==> src/logic/swtd_map.svh <==
// Purpose: Field positions, register numbers and reset values for the
//          status word transfer decoder.
// Assumes: 32-bit instruction words and status words.
// Notes:   Definitions only.
`ifndef SWTD_MAP_SVH
`define SWTD_MAP_SVH

// =====================================================================
// Instruction fields
`define SWTD_COND_HI      31
`define SWTD_COND_LO      28
`define SWTD_CLASS_HI     27
`define SWTD_CLASS_LO     26
`define SWTD_IMM_BIT      25
`define SWTD_OPC_HI       24
`define SWTD_OPC_LO       21
`define SWTD_SET_BIT      20
`define SWTD_RN_HI        19
`define SWTD_RN_LO        16
`define SWTD_RD_HI        15
`define SWTD_RD_LO        12
`define SWTD_SEL_BIT      22
`define SWTD_DIR_BIT      21
`define SWTD_FULL_BIT     16
`define SWTD_ROT_HI       11
`define SWTD_ROT_LO       8
`define SWTD_IMM8_HI      7
`define SWTD_IMM8_LO      0
`define SWTD_SAMT_HI      11
`define SWTD_SAMT_LO      7
`define SWTD_STYPE_HI     6
`define SWTD_STYPE_LO     5
`define SWTD_SREG_BIT     4
`define SWTD_RS_HI        11
`define SWTD_RS_LO        8
`define SWTD_RM_HI        3
`define SWTD_RM_LO        0

// =====================================================================
// Status word fields
`define SWTD_FLAG_N       31
`define SWTD_FLAG_Z       30
`define SWTD_FLAG_C       29
`define SWTD_FLAG_V       28
`define SWTD_MODE_HI      4
`define SWTD_MODE_LO      0
`define SWTD_FLAG_MASK    32'hf0000000
`define SWTD_ALL_MASK     32'hffffffff

// =====================================================================
// Register numbers and reset values
`define SWTD_PC_IDX       4'hf
`define SWTD_LINK_IDX     4'he
`define SWTD_CUR_RST      32'h000000d3
`define SWTD_SAVED_RST    32'h00000000
`define SWTD_OPC_XFER_TOP 2'h2

`endif

==> src/logic/swtd_pkg.sv <==
// Purpose: Types shared by the status word transfer decoder files.
// Assumes: Constants come from swtd_map.svh.
// Notes:   Both left-shift names share one shift code.
package swtd_pkg;

  // ===================================================================
  // Shift kinds as encoded in the instruction
  typedef enum logic [1:0] {
    SH_LOGIC_LEFT   = 2'h0,
    SH_LOGIC_RIGHT  = 2'h1,
    SH_ARITH_RIGHT  = 2'h2,
    SH_ROTATE_RIGHT = 2'h3
  } swtd_shift_t;

  // The arithmetic left name is an alias, not a distinct code
  localparam swtd_shift_t SH_ARITH_LEFT_NAME = SH_LOGIC_LEFT;

  // Processor modes
  typedef enum logic [4:0] {
    MD_USER   = 5'h10,
    MD_FAST   = 5'h11,
    MD_IRQ    = 5'h12,
    MD_SUPER  = 5'h13,
    MD_ABORT  = 5'h17,
    MD_UNDEF  = 5'h1b,
    MD_SYSTEM = 5'h1f
  } swtd_mode_t;

  // Data-processing opcodes used by the decoder
  typedef enum logic [3:0] {
    OP_BIT_TEST  = 4'h8,
    OP_EQ_TEST   = 4'h9,
    OP_COMPARE   = 4'ha,
    OP_CMP_NEG   = 4'hb,
    OP_MOVE      = 4'hd,
    OP_MOVE_INV  = 4'hf
  } swtd_opc_t;

endpackage

==> src/logic/swtd_shifter.sv <==
// Purpose: Barrel shifter for the register form of the second operand.
// Assumes: Combinational; caller supplies the current carry flag.
// Notes:   Amounts of 32 and above follow the extended shift results.
`timescale 1ns/1ns
module swtd_shifter
  import swtd_pkg::*;
(
  input  wire logic [31:0]       operand,
  input  wire swtd_pkg::swtd_shift_t kind,
  input  wire logic [7:0]        amount,
  input  wire logic              amount_is_imm,
  input  wire logic              carry_in,
  output logic      [31:0]       result,
  output logic                   carry_out
);

  logic [63:0] wide;
  logic [5:0]  capped;
  logic [4:0]  rot;

  // ===================================================================
  // Shift evaluation
  always_comb
  begin
    wide      = 64'h0;
    rot       = amount[4:0];
    capped    = (amount > 8'h21) ? 6'h21 : amount[5:0];
    result    = operand;
    carry_out = carry_in;
    if (amount_is_imm && amount[4:0] == 5'h0 && kind != SH_LOGIC_LEFT)
    begin
      // Zero immediate on right shifts means 32, or the extend rotate
      if (kind == SH_ROTATE_RIGHT)
      begin
        result    = {carry_in, operand[31:1]};           // [RQ14]
        carry_out = operand[0];
      end
      else
      begin
        result    = (kind == SH_ARITH_RIGHT) ? {32{operand[31]}} : 32'h0;
        carry_out = operand[31];
      end
    end
    else if (amount != 8'h0)
    begin
      case (kind)
        SH_LOGIC_LEFT:                                    // [RQ12]
        begin
          wide      = {32'h0, operand} << capped;
          result    = wide[31:0];
          carry_out = wide[32];
        end
        SH_LOGIC_RIGHT:
        begin
          wide      = {operand, 32'h0} >> capped;
          result    = wide[63:32];
          carry_out = wide[31];
        end
        SH_ARITH_RIGHT:
        begin
          // Capping at 32 keeps every larger amount as all sign bits
          wide      = $signed({operand, 32'h0}) >>> ((capped > 6'h20) ? 6'h20 : capped);
          result    = wide[63:32];
          carry_out = wide[31];
        end
        default:
        begin
          result    = (rot == 5'h0) ? operand
                      : ((operand >> rot) | (operand << (6'h20 - {1'b0, rot})));
          carry_out = result[31];
        end
      endcase
    end
  end

endmodule

==> src/logic/swtd_core.sv <==
// Purpose: Decode and execute of status word transfers and of the
//          operand forms and flag effects of data-processing words.
// Assumes: Register file and ALU sit outside; operand values and ALU
//          flags for the presented word arrive in the same cycle.
// Notes:   One word per cycle; results appear one edge after instr_valid.
`timescale 1ns/1ns
`include "swtd_map.svh"

// Behaviour
// [RQ1] Status transfers execute only when the condition passes on current flags.
// [RQ2] Compare/test opcodes with the set bit clear are status transfers.
// [RQ3] Status read copies current or saved status word into a register.
// [RQ4] Status write copies a register into current or saved status word.
// [RQ5] Flag-only write takes top four bits of register or immediate.
// [RQ6] User mode may change only the flags of the current word.
// [RQ7] Saved word bank follows the mode at execution; fast mode sees its own.
// [RQ8] Software never alters the compact-instruction state bit by a write.
// [RQ9] Software never names the program counter in a status transfer.
// [RQ10] Software in user mode never touches a saved status word.
// [RQ11] Compare and test operations always set flags; the code restores from the saved word instead when destination is PC.
// [RQ12] Both left-shift names use one shift code and give one result.
// [RQ13] Immediate operand is eight bits rotated right by twice a field.
// [RQ14] Extend rotate moves right one place with carry into the top.
// [RQ15] Flag-setting write to program counter restores current from saved word.
// [RQ16] Register shift amount uses only the low byte of that register.
// [RQ17] Compare/test use first operand only; moves use destination only.
// [RQ18] Compare and test discard the result and update only flags.
// [RQ19] One select bit chooses current or saved status word.
module swtd_core
  import swtd_pkg::*;
#(
  parameter int NUM_BANKS = 5
)
(
  input  wire logic        ref_clk,
  input  wire logic        rst_b,
  input  wire logic        instr_valid,
  input  wire logic [31:0] instr,
  input  wire logic [31:0] rm_val,
  input  wire logic [31:0] rs_val,
  input  wire logic [3:0]  alu_nzcv,
  output logic             executed_q,
  output logic             xfer_q,
  output logic             reg_wr_en_q,
  output logic [3:0]       reg_wr_idx_q,
  output logic [31:0]      reg_wr_data_q,
  output logic             use_rn_q,
  output logic             write_rd_q,
  output logic [3:0]       rn_idx_q,
  output logic [3:0]       rd_idx_q,
  output logic [31:0]      op2_q,
  output logic             shift_carry_q,
  output logic             exc_return_q,
  output logic [31:0]      cur_status_q,
  output logic [31:0]      saved_status_q
);

  // ===================================================================
  // Elaboration check
  if (NUM_BANKS != 5)
  begin : g_bad_banks
    $error("swtd_core serves exactly five saved status banks");
  end

  // ===================================================================
  // State
  logic [31:0] cur_d;
  logic [31:0] saved_q [NUM_BANKS];
  logic [31:0] saved_d [NUM_BANKS];
  logic        executed_d;
  logic        xfer_d;
  logic        reg_wr_en_d;
  logic [3:0]  reg_wr_idx_d;
  logic [31:0] reg_wr_data_d;
  logic        use_rn_d;
  logic        write_rd_d;
  logic [31:0] op2_d;
  logic        shift_carry_d;
  logic        exc_return_d;

  // ===================================================================
  // Field extraction
  logic [3:0]   cond;
  logic [3:0]   opc;
  logic         set_bit;
  logic [3:0]   rd_idx;
  logic [3:0]   rn_idx;
  logic         imm_form;
  logic         dp_word;
  logic         cmp_group;
  logic         is_xfer;
  logic         cond_ok;
  logic [4:0]   mode;
  logic         bank_ok;
  logic [2:0]   bank;
  logic [31:0]  imm_rot;
  logic [31:0]  sh_res;
  logic         sh_carry;
  logic [7:0]   sh_amt;
  logic         sh_imm;
  logic         n_f;
  logic         z_f;
  logic         c_f;
  logic         v_f;

  assign cond     = instr[`SWTD_COND_HI:`SWTD_COND_LO];
  assign opc      = instr[`SWTD_OPC_HI:`SWTD_OPC_LO];
  assign set_bit  = instr[`SWTD_SET_BIT];
  assign rd_idx   = instr[`SWTD_RD_HI:`SWTD_RD_LO];
  assign rn_idx   = instr[`SWTD_RN_HI:`SWTD_RN_LO];
  assign imm_form = instr[`SWTD_IMM_BIT];
  assign dp_word  = instr[`SWTD_CLASS_HI:`SWTD_CLASS_LO] == 2'h0;
  assign mode     = cur_status_q[`SWTD_MODE_HI:`SWTD_MODE_LO];
  assign n_f      = cur_status_q[`SWTD_FLAG_N];
  assign z_f      = cur_status_q[`SWTD_FLAG_Z];
  assign c_f      = cur_status_q[`SWTD_FLAG_C];
  assign v_f      = cur_status_q[`SWTD_FLAG_V];

  // Compare/test opcodes all sit in the 10xx opcode quarter
  assign cmp_group = dp_word && opc[3:2] == `SWTD_OPC_XFER_TOP;
  assign is_xfer   = cmp_group && !set_bit;                   // [RQ2]

  // ===================================================================
  // Condition evaluation against the current flags
  always_comb
  begin
    case (cond)
      4'h0:    cond_ok = z_f;
      4'h1:    cond_ok = !z_f;
      4'h2:    cond_ok = c_f;
      4'h3:    cond_ok = !c_f;
      4'h4:    cond_ok = n_f;
      4'h5:    cond_ok = !n_f;
      4'h6:    cond_ok = v_f;
      4'h7:    cond_ok = !v_f;
      4'h8:    cond_ok = c_f && !z_f;
      4'h9:    cond_ok = !c_f || z_f;
      4'ha:    cond_ok = n_f == v_f;
      4'hb:    cond_ok = n_f != v_f;
      4'hc:    cond_ok = !z_f && (n_f == v_f);
      4'hd:    cond_ok = z_f || (n_f != v_f);
      4'he:    cond_ok = 1'b1;
      default: cond_ok = 1'b0;
    endcase
  end

  // ===================================================================
  // Saved bank selection by the mode in force at execution
  always_comb
  begin
    bank_ok = 1'b1;
    case (mode)
      MD_FAST:  bank = 3'h0;                                   // [RQ7]
      MD_IRQ:   bank = 3'h1;
      MD_SUPER: bank = 3'h2;
      MD_ABORT: bank = 3'h3;
      MD_UNDEF: bank = 3'h4;
      default:
      begin
        // User and system modes own no saved word
        bank    = 3'h0;
        bank_ok = 1'b0;
      end
    endcase
  end

  // ===================================================================
  // Second operand: rotated immediate or shifted register
  assign imm_rot = ({24'h0, instr[`SWTD_IMM8_HI:`SWTD_IMM8_LO]}
                    >> {instr[`SWTD_ROT_HI:`SWTD_ROT_LO], 1'b0})
                 | ({24'h0, instr[`SWTD_IMM8_HI:`SWTD_IMM8_LO]}
                    << (6'h20 - {1'b0, instr[`SWTD_ROT_HI:`SWTD_ROT_LO], 1'b0})); // [RQ13]

  // Only the low byte of the shift register counts
  assign sh_imm = !instr[`SWTD_SREG_BIT];
  assign sh_amt = sh_imm ? {3'h0, instr[`SWTD_SAMT_HI:`SWTD_SAMT_LO]}
                         : rs_val[7:0];                        // [RQ16]

  swtd_shifter u_shifter (
    .operand       (rm_val),
    .kind          (swtd_shift_t'(instr[`SWTD_STYPE_HI:`SWTD_STYPE_LO])),
    .amount        (sh_amt),
    .amount_is_imm (sh_imm),
    .carry_in      (c_f),
    .result        (sh_res),
    .carry_out     (sh_carry)
  );

  // ===================================================================
  // Execute: next values of status words and result outputs
  always_comb
  begin
    logic [31:0] src;
    logic [31:0] mask;
    src           = 32'h0;
    mask          = 32'h0;
    cur_d         = cur_status_q;
    saved_d       = saved_q;
    executed_d    = 1'b0;
    xfer_d        = 1'b0;
    reg_wr_en_d   = 1'b0;
    reg_wr_idx_d  = rd_idx;
    reg_wr_data_d = reg_wr_data_q;
    use_rn_d      = 1'b0;
    write_rd_d    = 1'b0;
    op2_d         = imm_form ? imm_rot : sh_res;
    shift_carry_d = imm_form ? c_f : sh_carry;
    exc_return_d  = 1'b0;
    if (instr_valid && dp_word && cond_ok)                      // [RQ1]
    begin
      executed_d = 1'b1;
      if (is_xfer)
      begin
        xfer_d = 1'b1;
        if (!instr[`SWTD_DIR_BIT])
        begin
          // Status read into the destination register
          reg_wr_en_d   = 1'b1;                                 // [RQ3]
          reg_wr_data_d = instr[`SWTD_SEL_BIT]                  // [RQ19]
                        ? (bank_ok ? saved_q[bank] : 32'h0)
                        : cur_status_q;
        end
        else
        begin
          // Full form only from a register; flag form takes either
          if (instr[`SWTD_FULL_BIT] && !imm_form)
          begin
            src  = rm_val;                                      // [RQ4]
            mask = `SWTD_ALL_MASK;
          end
          else
          begin
            src  = imm_form ? imm_rot : rm_val;                 // [RQ5]
            mask = `SWTD_FLAG_MASK;
          end
          if (instr[`SWTD_SEL_BIT])
          begin
            if (bank_ok)
              saved_d[bank] = (saved_q[bank] & ~mask) | (src & mask); // [RQ7]
          end
          else
          begin
            // Control bits stay locked while in user mode
            if (mode == MD_USER)
              mask = mask & `SWTD_FLAG_MASK;                    // [RQ6]
            cur_d = (cur_status_q & ~mask) | (src & mask);
          end
        end
      end
      else
      begin
        // Operand usage per opcode class
        use_rn_d   = !(opc == OP_MOVE || opc == OP_MOVE_INV);   // [RQ17]
        write_rd_d = !cmp_group;                                // [RQ18]
        if (set_bit && rd_idx == `SWTD_PC_IDX)
        begin
          // Return from exception restores the word in the same step
          exc_return_d = 1'b1;                                  // [RQ15]
          if (bank_ok)
            cur_d = saved_q[bank];
        end
        else if (set_bit || cmp_group)
        begin
          cur_d[`SWTD_FLAG_N:`SWTD_FLAG_V] = alu_nzcv;          // [RQ11]
        end
      end
    end
  end

  // ===================================================================
  // Registers
  always_ff @(posedge ref_clk)
  begin
    if (!rst_b)
    begin
      cur_status_q  <= `SWTD_CUR_RST;
      for (int i = 0; i < NUM_BANKS; i++)
        saved_q[i] <= `SWTD_SAVED_RST;
      executed_q    <= 1'b0;
      xfer_q        <= 1'b0;
      reg_wr_en_q   <= 1'b0;
      reg_wr_idx_q  <= 4'h0;
      reg_wr_data_q <= 32'h0;
      use_rn_q      <= 1'b0;
      write_rd_q    <= 1'b0;
      rn_idx_q      <= 4'h0;
      rd_idx_q      <= 4'h0;
      op2_q         <= 32'h0;
      shift_carry_q <= 1'b0;
      exc_return_q  <= 1'b0;
    end
    else
    begin
      cur_status_q  <= cur_d;
      saved_q       <= saved_d;
      executed_q    <= executed_d;
      xfer_q        <= xfer_d;
      reg_wr_en_q   <= reg_wr_en_d;
      reg_wr_idx_q  <= reg_wr_idx_d;
      reg_wr_data_q <= reg_wr_data_d;
      use_rn_q      <= use_rn_d;
      write_rd_q    <= write_rd_d;
      rn_idx_q      <= rn_idx;
      rd_idx_q      <= rd_idx;
      op2_q         <= op2_d;
      shift_carry_q <= shift_carry_d;
      exc_return_q  <= exc_return_d;
    end
  end

  // Saved word of the current mode, zero where the mode has none
  assign saved_status_q = bank_ok ? saved_q[bank] : 32'h0;

endmodule

==> config.mk <==
export PLATFORM = sky130hd
export DESIGN_NAME = swtd_core
export DESIGN_NICKNAME = d
export VERILOG_FILES = /design/src/logic/swtd_pkg.sv /design/src/logic/swtd_shifter.sv /design/src/logic/swtd_core.sv
export VERILOG_INCLUDE_DIRS = /design/src /design/src/logic
export SDC_FILE = /design/constraint.sdc
export NUM_CORES = 1
export LEC_CHECK = 0
export ABC_AREA = 1
export BUFFER_PORTS_ARGS = -buffer_cell sky130_fd_sc_hd__buf_4
export CAP_MARGIN = 0
export CORE_UTILIZATION = 45
export DETAILED_ROUTE_END_ITERATION = 16
export RECOVER_POWER = 50
export SLEW_MARGIN = 10
export SYNTH_ARGS = -nofsm -noshare
export SYNTH_HDL_FRONTEND = slang
export SYNTH_SLANG_ARGS = --single-unit
==> constraint.sdc <==
create_clock -name ref_clk -period 4 [get_ports ref_clk]
set_clock_uncertainty 0.15 [all_clocks]
set_input_delay 0.2 -clock ref_clk [delete_from_list [all_inputs] [get_ports ref_clk]]
set_output_delay 0.2 -clock ref_clk [all_outputs]
set_load 0.1 [all_outputs]
---- Word level (Yosys, flattened, before mapping) ----
Cells that the tools add are included.
operators by class
  eq/ne operators ......................... 32
  order comparisons ....................... 4
  reduce and logical (&&, ||, !) cells .... 41
  $add $sub $neg .......................... 2
  bitwise gates (word level) .............. 14
  mux-type cells .......................... 51
  shifts and indexed selects .............. 7
operators with widths
  cell                 count
  $mux 32              27
  $bwmux 160           1
  $and 32x32->32       4
  $or 32x32->32        4
  $bmux 32 s3          1
  $demux 32 s3         1
  $pmux 32 s3          1
  $mux 28              3
  $not 32->32          2
  $shr 64x6->64        1
  $sshr 64x6->64       1
  $eq 4x4->1 const B   10
  $shl 32x6->33        1
  $shl 32x6->32        1
  $shl 8x6->32         1
  $shr 32x5->32        1
  $shr 8x5->32         1
  $eq 5x5->1 const B   6
  $eq 4x3->1 const B   4
  $pmux 1 s15          1
  $reduce_and 5->1     3
  $mux 6               2
  $pmux 3 s4           1
  $sub 6x5->6 const A  2
  31 further kinds     71
storage, ports and cells
  register bits ........................... 271
  output and inout port bits .............. 147
  logic and storage cells ................. 169

---- Logic depth before layout (Yosys ltp) ----
  depth after elaboration ................. 17
  depth in mapped cells ................... 28
  gate-level depth less buffers ........... 24

---- Cells and area by module ----
Synthesis repeated with hierarchy kept, for this count alone.
unflattened totals
  cell total of the unflattened synthesis .. 4462
  area, all modules ....................... 23754.0 µm²
by module, submodules not included
  module        area an instance (µm²)  cells each  times used
  swtd_core     13719.4                 2260        1
  swtd_shifter  10034.6                 2202        1

---- Least setup slack after synthesis ----
Ideal clock, no wire load.
  kind .................................... reg2reg
  start point ............................. register (tool-made name)
  end point ............................... register reg_wr_data_q[29]
  setup time .............................. 76 ps
  stages on the path, launching flop included .. 13
  path slack .............................. -410 ps
  data arrival time ....................... 4184 ps
  required time ........................... 3774 ps
  clock period less this slack ............ 4410 ps
  cells stage by stage .................... dfxtp_1 inv_1 nor3_1 inv_1 nor2_1 inv_1 buf_2 buf_1 o22ai_1 a21oi_1 a21oi_1 nand2_1 a31oi_1
RTL lines
  element                 line              source
  end signal: assignment  swtd_core.sv:300  reg_wr_data_q <= reg_wr_data_d;
  end: declaration        swtd_core.sv:46   output logic [31:0] reg_wr_data_q,

==> metrics.cfg <==
[timing]
worst_slew_pin_slew_ns=1.29
hold-worst-slack_ns=0.0143
slew_headroom_pct=14.6
rsz0062_at_grt=false
maxSlewViolCount=0
finalSetupViolations=0
finalSetupTns_ns=0
max_freq_ghz=0.261
period_minus_slack_ns=3.84
period_share_pct=95.9
hold_viol=0

[clock_network]
cts_buffers=26
cts_tree=yes
clk_pin_slew_ns=0.07
clkSinkCount=271
cts_root_buf=clkbuf_16
htree_num_levels=1
insertion_delay_ns=0.57
max-clock-path-buffers=3

[floorplanning]
pin_count=250
core-area_um2=49300
die_y_um=226
dieArea_um2=51100
initial_core_util_pct=45.9
row_count=81
dieWidth_um=226

[detailed_routing]
detail_route.wl_per_cell_um=25.0
vias=30100
antenna_left=0
dr.pass1.iters=7
drt_drc_violations_left=0
drt_iter0_drc=5133
vias_per_cell=6.19
wl_mm=121

[global_route]
grt_max_degree=111
grt.total_usage_pct=45.9
grt_pass1_vias=25900
grt_pass1_wl_mm=173
antenna_found_initial=4
grt-ovfl-total=0

[power_and_ir_drop]
p_leak_uw=0.0116
p_per_area_nw_per_um2=333
power_frac_seq_pct=31.8
clockPowerShare_pct=29.3
vdd_drop_max_mv=0.387
p_sw_uw=3720
total_power_uw=8680
comb_power_share_pct=38.9
switching_share_pct=42.9
p_int_uw=4960

[synth]
synth_enable_flop_cells=0
syn_area_um2=22600
async_flop_share_pct=0
avgSynthCellArea_um2=5.65
ys_warn_count=0
synth-seq-cells=271
netlist_instances=4004
synth_fp_nets=4111
ys_seq_area_share_pct=24.0
synthFlopType=dfxtp_1
ys_types=57

[critical_path]
cp_max_fo=9
start_kind=flop
critPathArrivalTime_ns=3.49
crit_path_end_kind=output port
critPathKind=reg2out
crit_required_ns=3.65

[finish]
final_cell_area_um2=26000
layout-drive-gt1-share_pct=9.55
finalNetCount=4275
area_growth_pct=15.2

[placement]
gp_congestion=1.09
place_area_um2=25300
dpl.hpwl_mm=90.3
io_buffers=225

[worst_hold_path]
holdCritPathClass=in2reg

[run_status]
status=completed

[job]
max_cap_viol_count=0

stage by stage:
stage,setup WS (ns),util (%),instances
finish,0.164,52.9,4853
CTS,0.394,53.8,4851
global placement,0.291,51.4,4771
floorplan,0.0337,-,4004
global route,0.0937,52.9,4851
detailed placement,0.281,51.4,4771
worst max-delay path, cell delays in order (launching register included):
cell and delay (ns):
dfxtp_1 0.43, nand2_1 0.17, nor3_1 0.55, nor3_2 0.13, inv_2 0.24, o22ai_1 0.11
a211oi_1 0.95, nor2_2 0.07, buf_4 0.28
path summary, 6_finish.rpt:
path | cells past startpoint | slack (ns) | startpoint | to
max | 8 | 0.16 | flop | saved_status_q[19]
min | 5 | 0.01 | alu_nzcv[1] | cur_status_q[29]
max reg2reg | 12 | 0.28 | cur_status_q[28] | saved_q[34]
min reg2reg | 2 | 0.30 | saved_q[146] | saved_q[146]
layer usage:
| layer | share of wire, % | wire [um] | global-route usage, % |
|---|---|---|---|
| met3 | 16 | 19100 | 16.4 |
| met1 | 41 | 50300 | 65.4 |
| met4 | 4.8 | 5770 | 19.3 |
| met2 | 38 | 46400 | 61.2 |
| met5 | 0.027 | 33 | 0 |
cells in the final DEF (no fill, tap or decap), types with 4 or more instances in the layout:
| cell type | n |
|---|---|
| nand3_1 | 611 |
| dlygate4sd3_1 | 33 |
| nand2_1 | 1047 |
| o21ai_0 | 415 |
| o22ai_1 | 79 |
| a31oi_1 | 35 |
| inv_1 | 352 |
| o31ai_1 | 7 |
| nand4_1 | 28 |
| ha_1 | 4 |
| buf_4 | 257 |
| clkbuf_8 | 4 |
| a211oi_1 | 33 |
| o21a_1 | 18 |
| clkbuf_16 | 26 |
| buf_12 | 12 |
| nor3_1 | 12 |
| clkinvlp_4 | 6 |
| a21oi_1 | 366 |
| clkinv_1 | 8 |
| clkbuf_1 | 121 |
| o2111ai_1 | 4 |
| or2_2 | 4 |
| o221a_2 | 4 |
| nor2_1 | 245 |
| o211ai_1 | 26 |
| o21ai_1 | 26 |
| nand2_2 | 6 |
| mux2i_1 | 4 |
| clkbuf_2 | 6 |
| dfxtp_1 | 271 |
| nor2_2 | 26 |
| nand3b_1 | 10 |
| inv_2 | 20 |
| o221ai_1 | 6 |
cells in the mapped netlist (2+ instances only):
cell type / count / area [um2]
o2111ai_1: 4 / 35.0
buf_2: 83 / 415
nand2_1: 1047 / 3930
mux2i_1: 4 / 40.0
nor2_1: 266 / 998
a2111oi_2: 3 / 45.0
nor2_2: 5 / 31.3
o221ai_1: 6 / 52.6
a32oi_1: 2 / 17.5
buf_4: 24 / 180
nor2_4: 3 / 33.8
clkinv_1: 8 / 30.0
o21ai_0: 415 / 2080
or2_1: 2 / 12.5
inv_1: 350 / 1310
o211ai_1: 26 / 195
o22ai_1: 79 / 494
o31ai_1: 7 / 52.6
nand4_1: 28 / 175
ha_1: 4 / 50.1
inv_2: 22 / 82.6
o21ai_1: 27 / 135
a31oi_1: 35 / 219
and2_1: 2 / 12.5
nand3_1: 611 / 3060
o21bai_1: 3 / 22.5
a21oi_1: 367 / 1840
or2_0: 2 / 12.5
or2_2: 4 / 25.0
a211oi_1: 33 / 248
nor4_1: 3 / 18.8
buf_6: 4 / 45.0
a221oi_1: 3 / 26.3
buf_1: 27 / 101
o21a_1: 18 / 135
clkbuf_1: 154 / 578
dfxtp_1: 271 / 5430
nor3_2: 5 / 50.1
nor3_1: 11 / 55.1
o221a_2: 4 / 45.0
nand3b_1: 10 / 75.1
nand2_2: 7 / 43.8
power groups by stage:
stage / combinational (uW) / sequential [uW] / clock [uW]
2_1_floorplan: 1820 / 3070 / 0
4_1_cts: 3250 / 2760 / 2520
6_report: 3380 / 2760 / 2540
3_5_place_dp: 3210 / 2820 / 0
3_3_place_gp: 3230 / 2820 / 0
5_1_grt: 3560 / 2760 / 2640
what timing repair did:
item                                   4_1_cts  5_1_grt
resized for setup                            0        0
hold buffers                                33        0
endpoints found under the hold margin       55        0
buffers inserted                             0        0
cell families (layout without fill, tap and decap cells):
| logic type | Yosys count | after routing | synth area share (%) |
|---|---|---|---|
| AND/OR/NAND/NOR | 2010 | 2010 | 38.1 |
| AO/OA/AOI/OAI | 1040 | 1040 | 25.3 |
| buffers and inverters | 673 | 856 | 12.2 |
| flip-flops | 271 | 271 | 24.0 |
| adder cells (fa/ha/maj) | 4 | 4 | 0.221 |
| multiplexers | 4 | 4 | 0.177 |
| XOR/XNOR | 2 | 2 | 0.0775 |
| other | 0 | 2 | 0 |
cell type report:
type,instances,area [um2]
clock inverter,16,155
timing repair buffer,428,2980
sequential,271,5430
inverter,381,1440
fill,5425,23200
antenna,2,5.00
tap,664,831
clock buffer,31,709
multi-input combinational,3060,14500
Note: power is estimated with default switching activity, not from simulation.
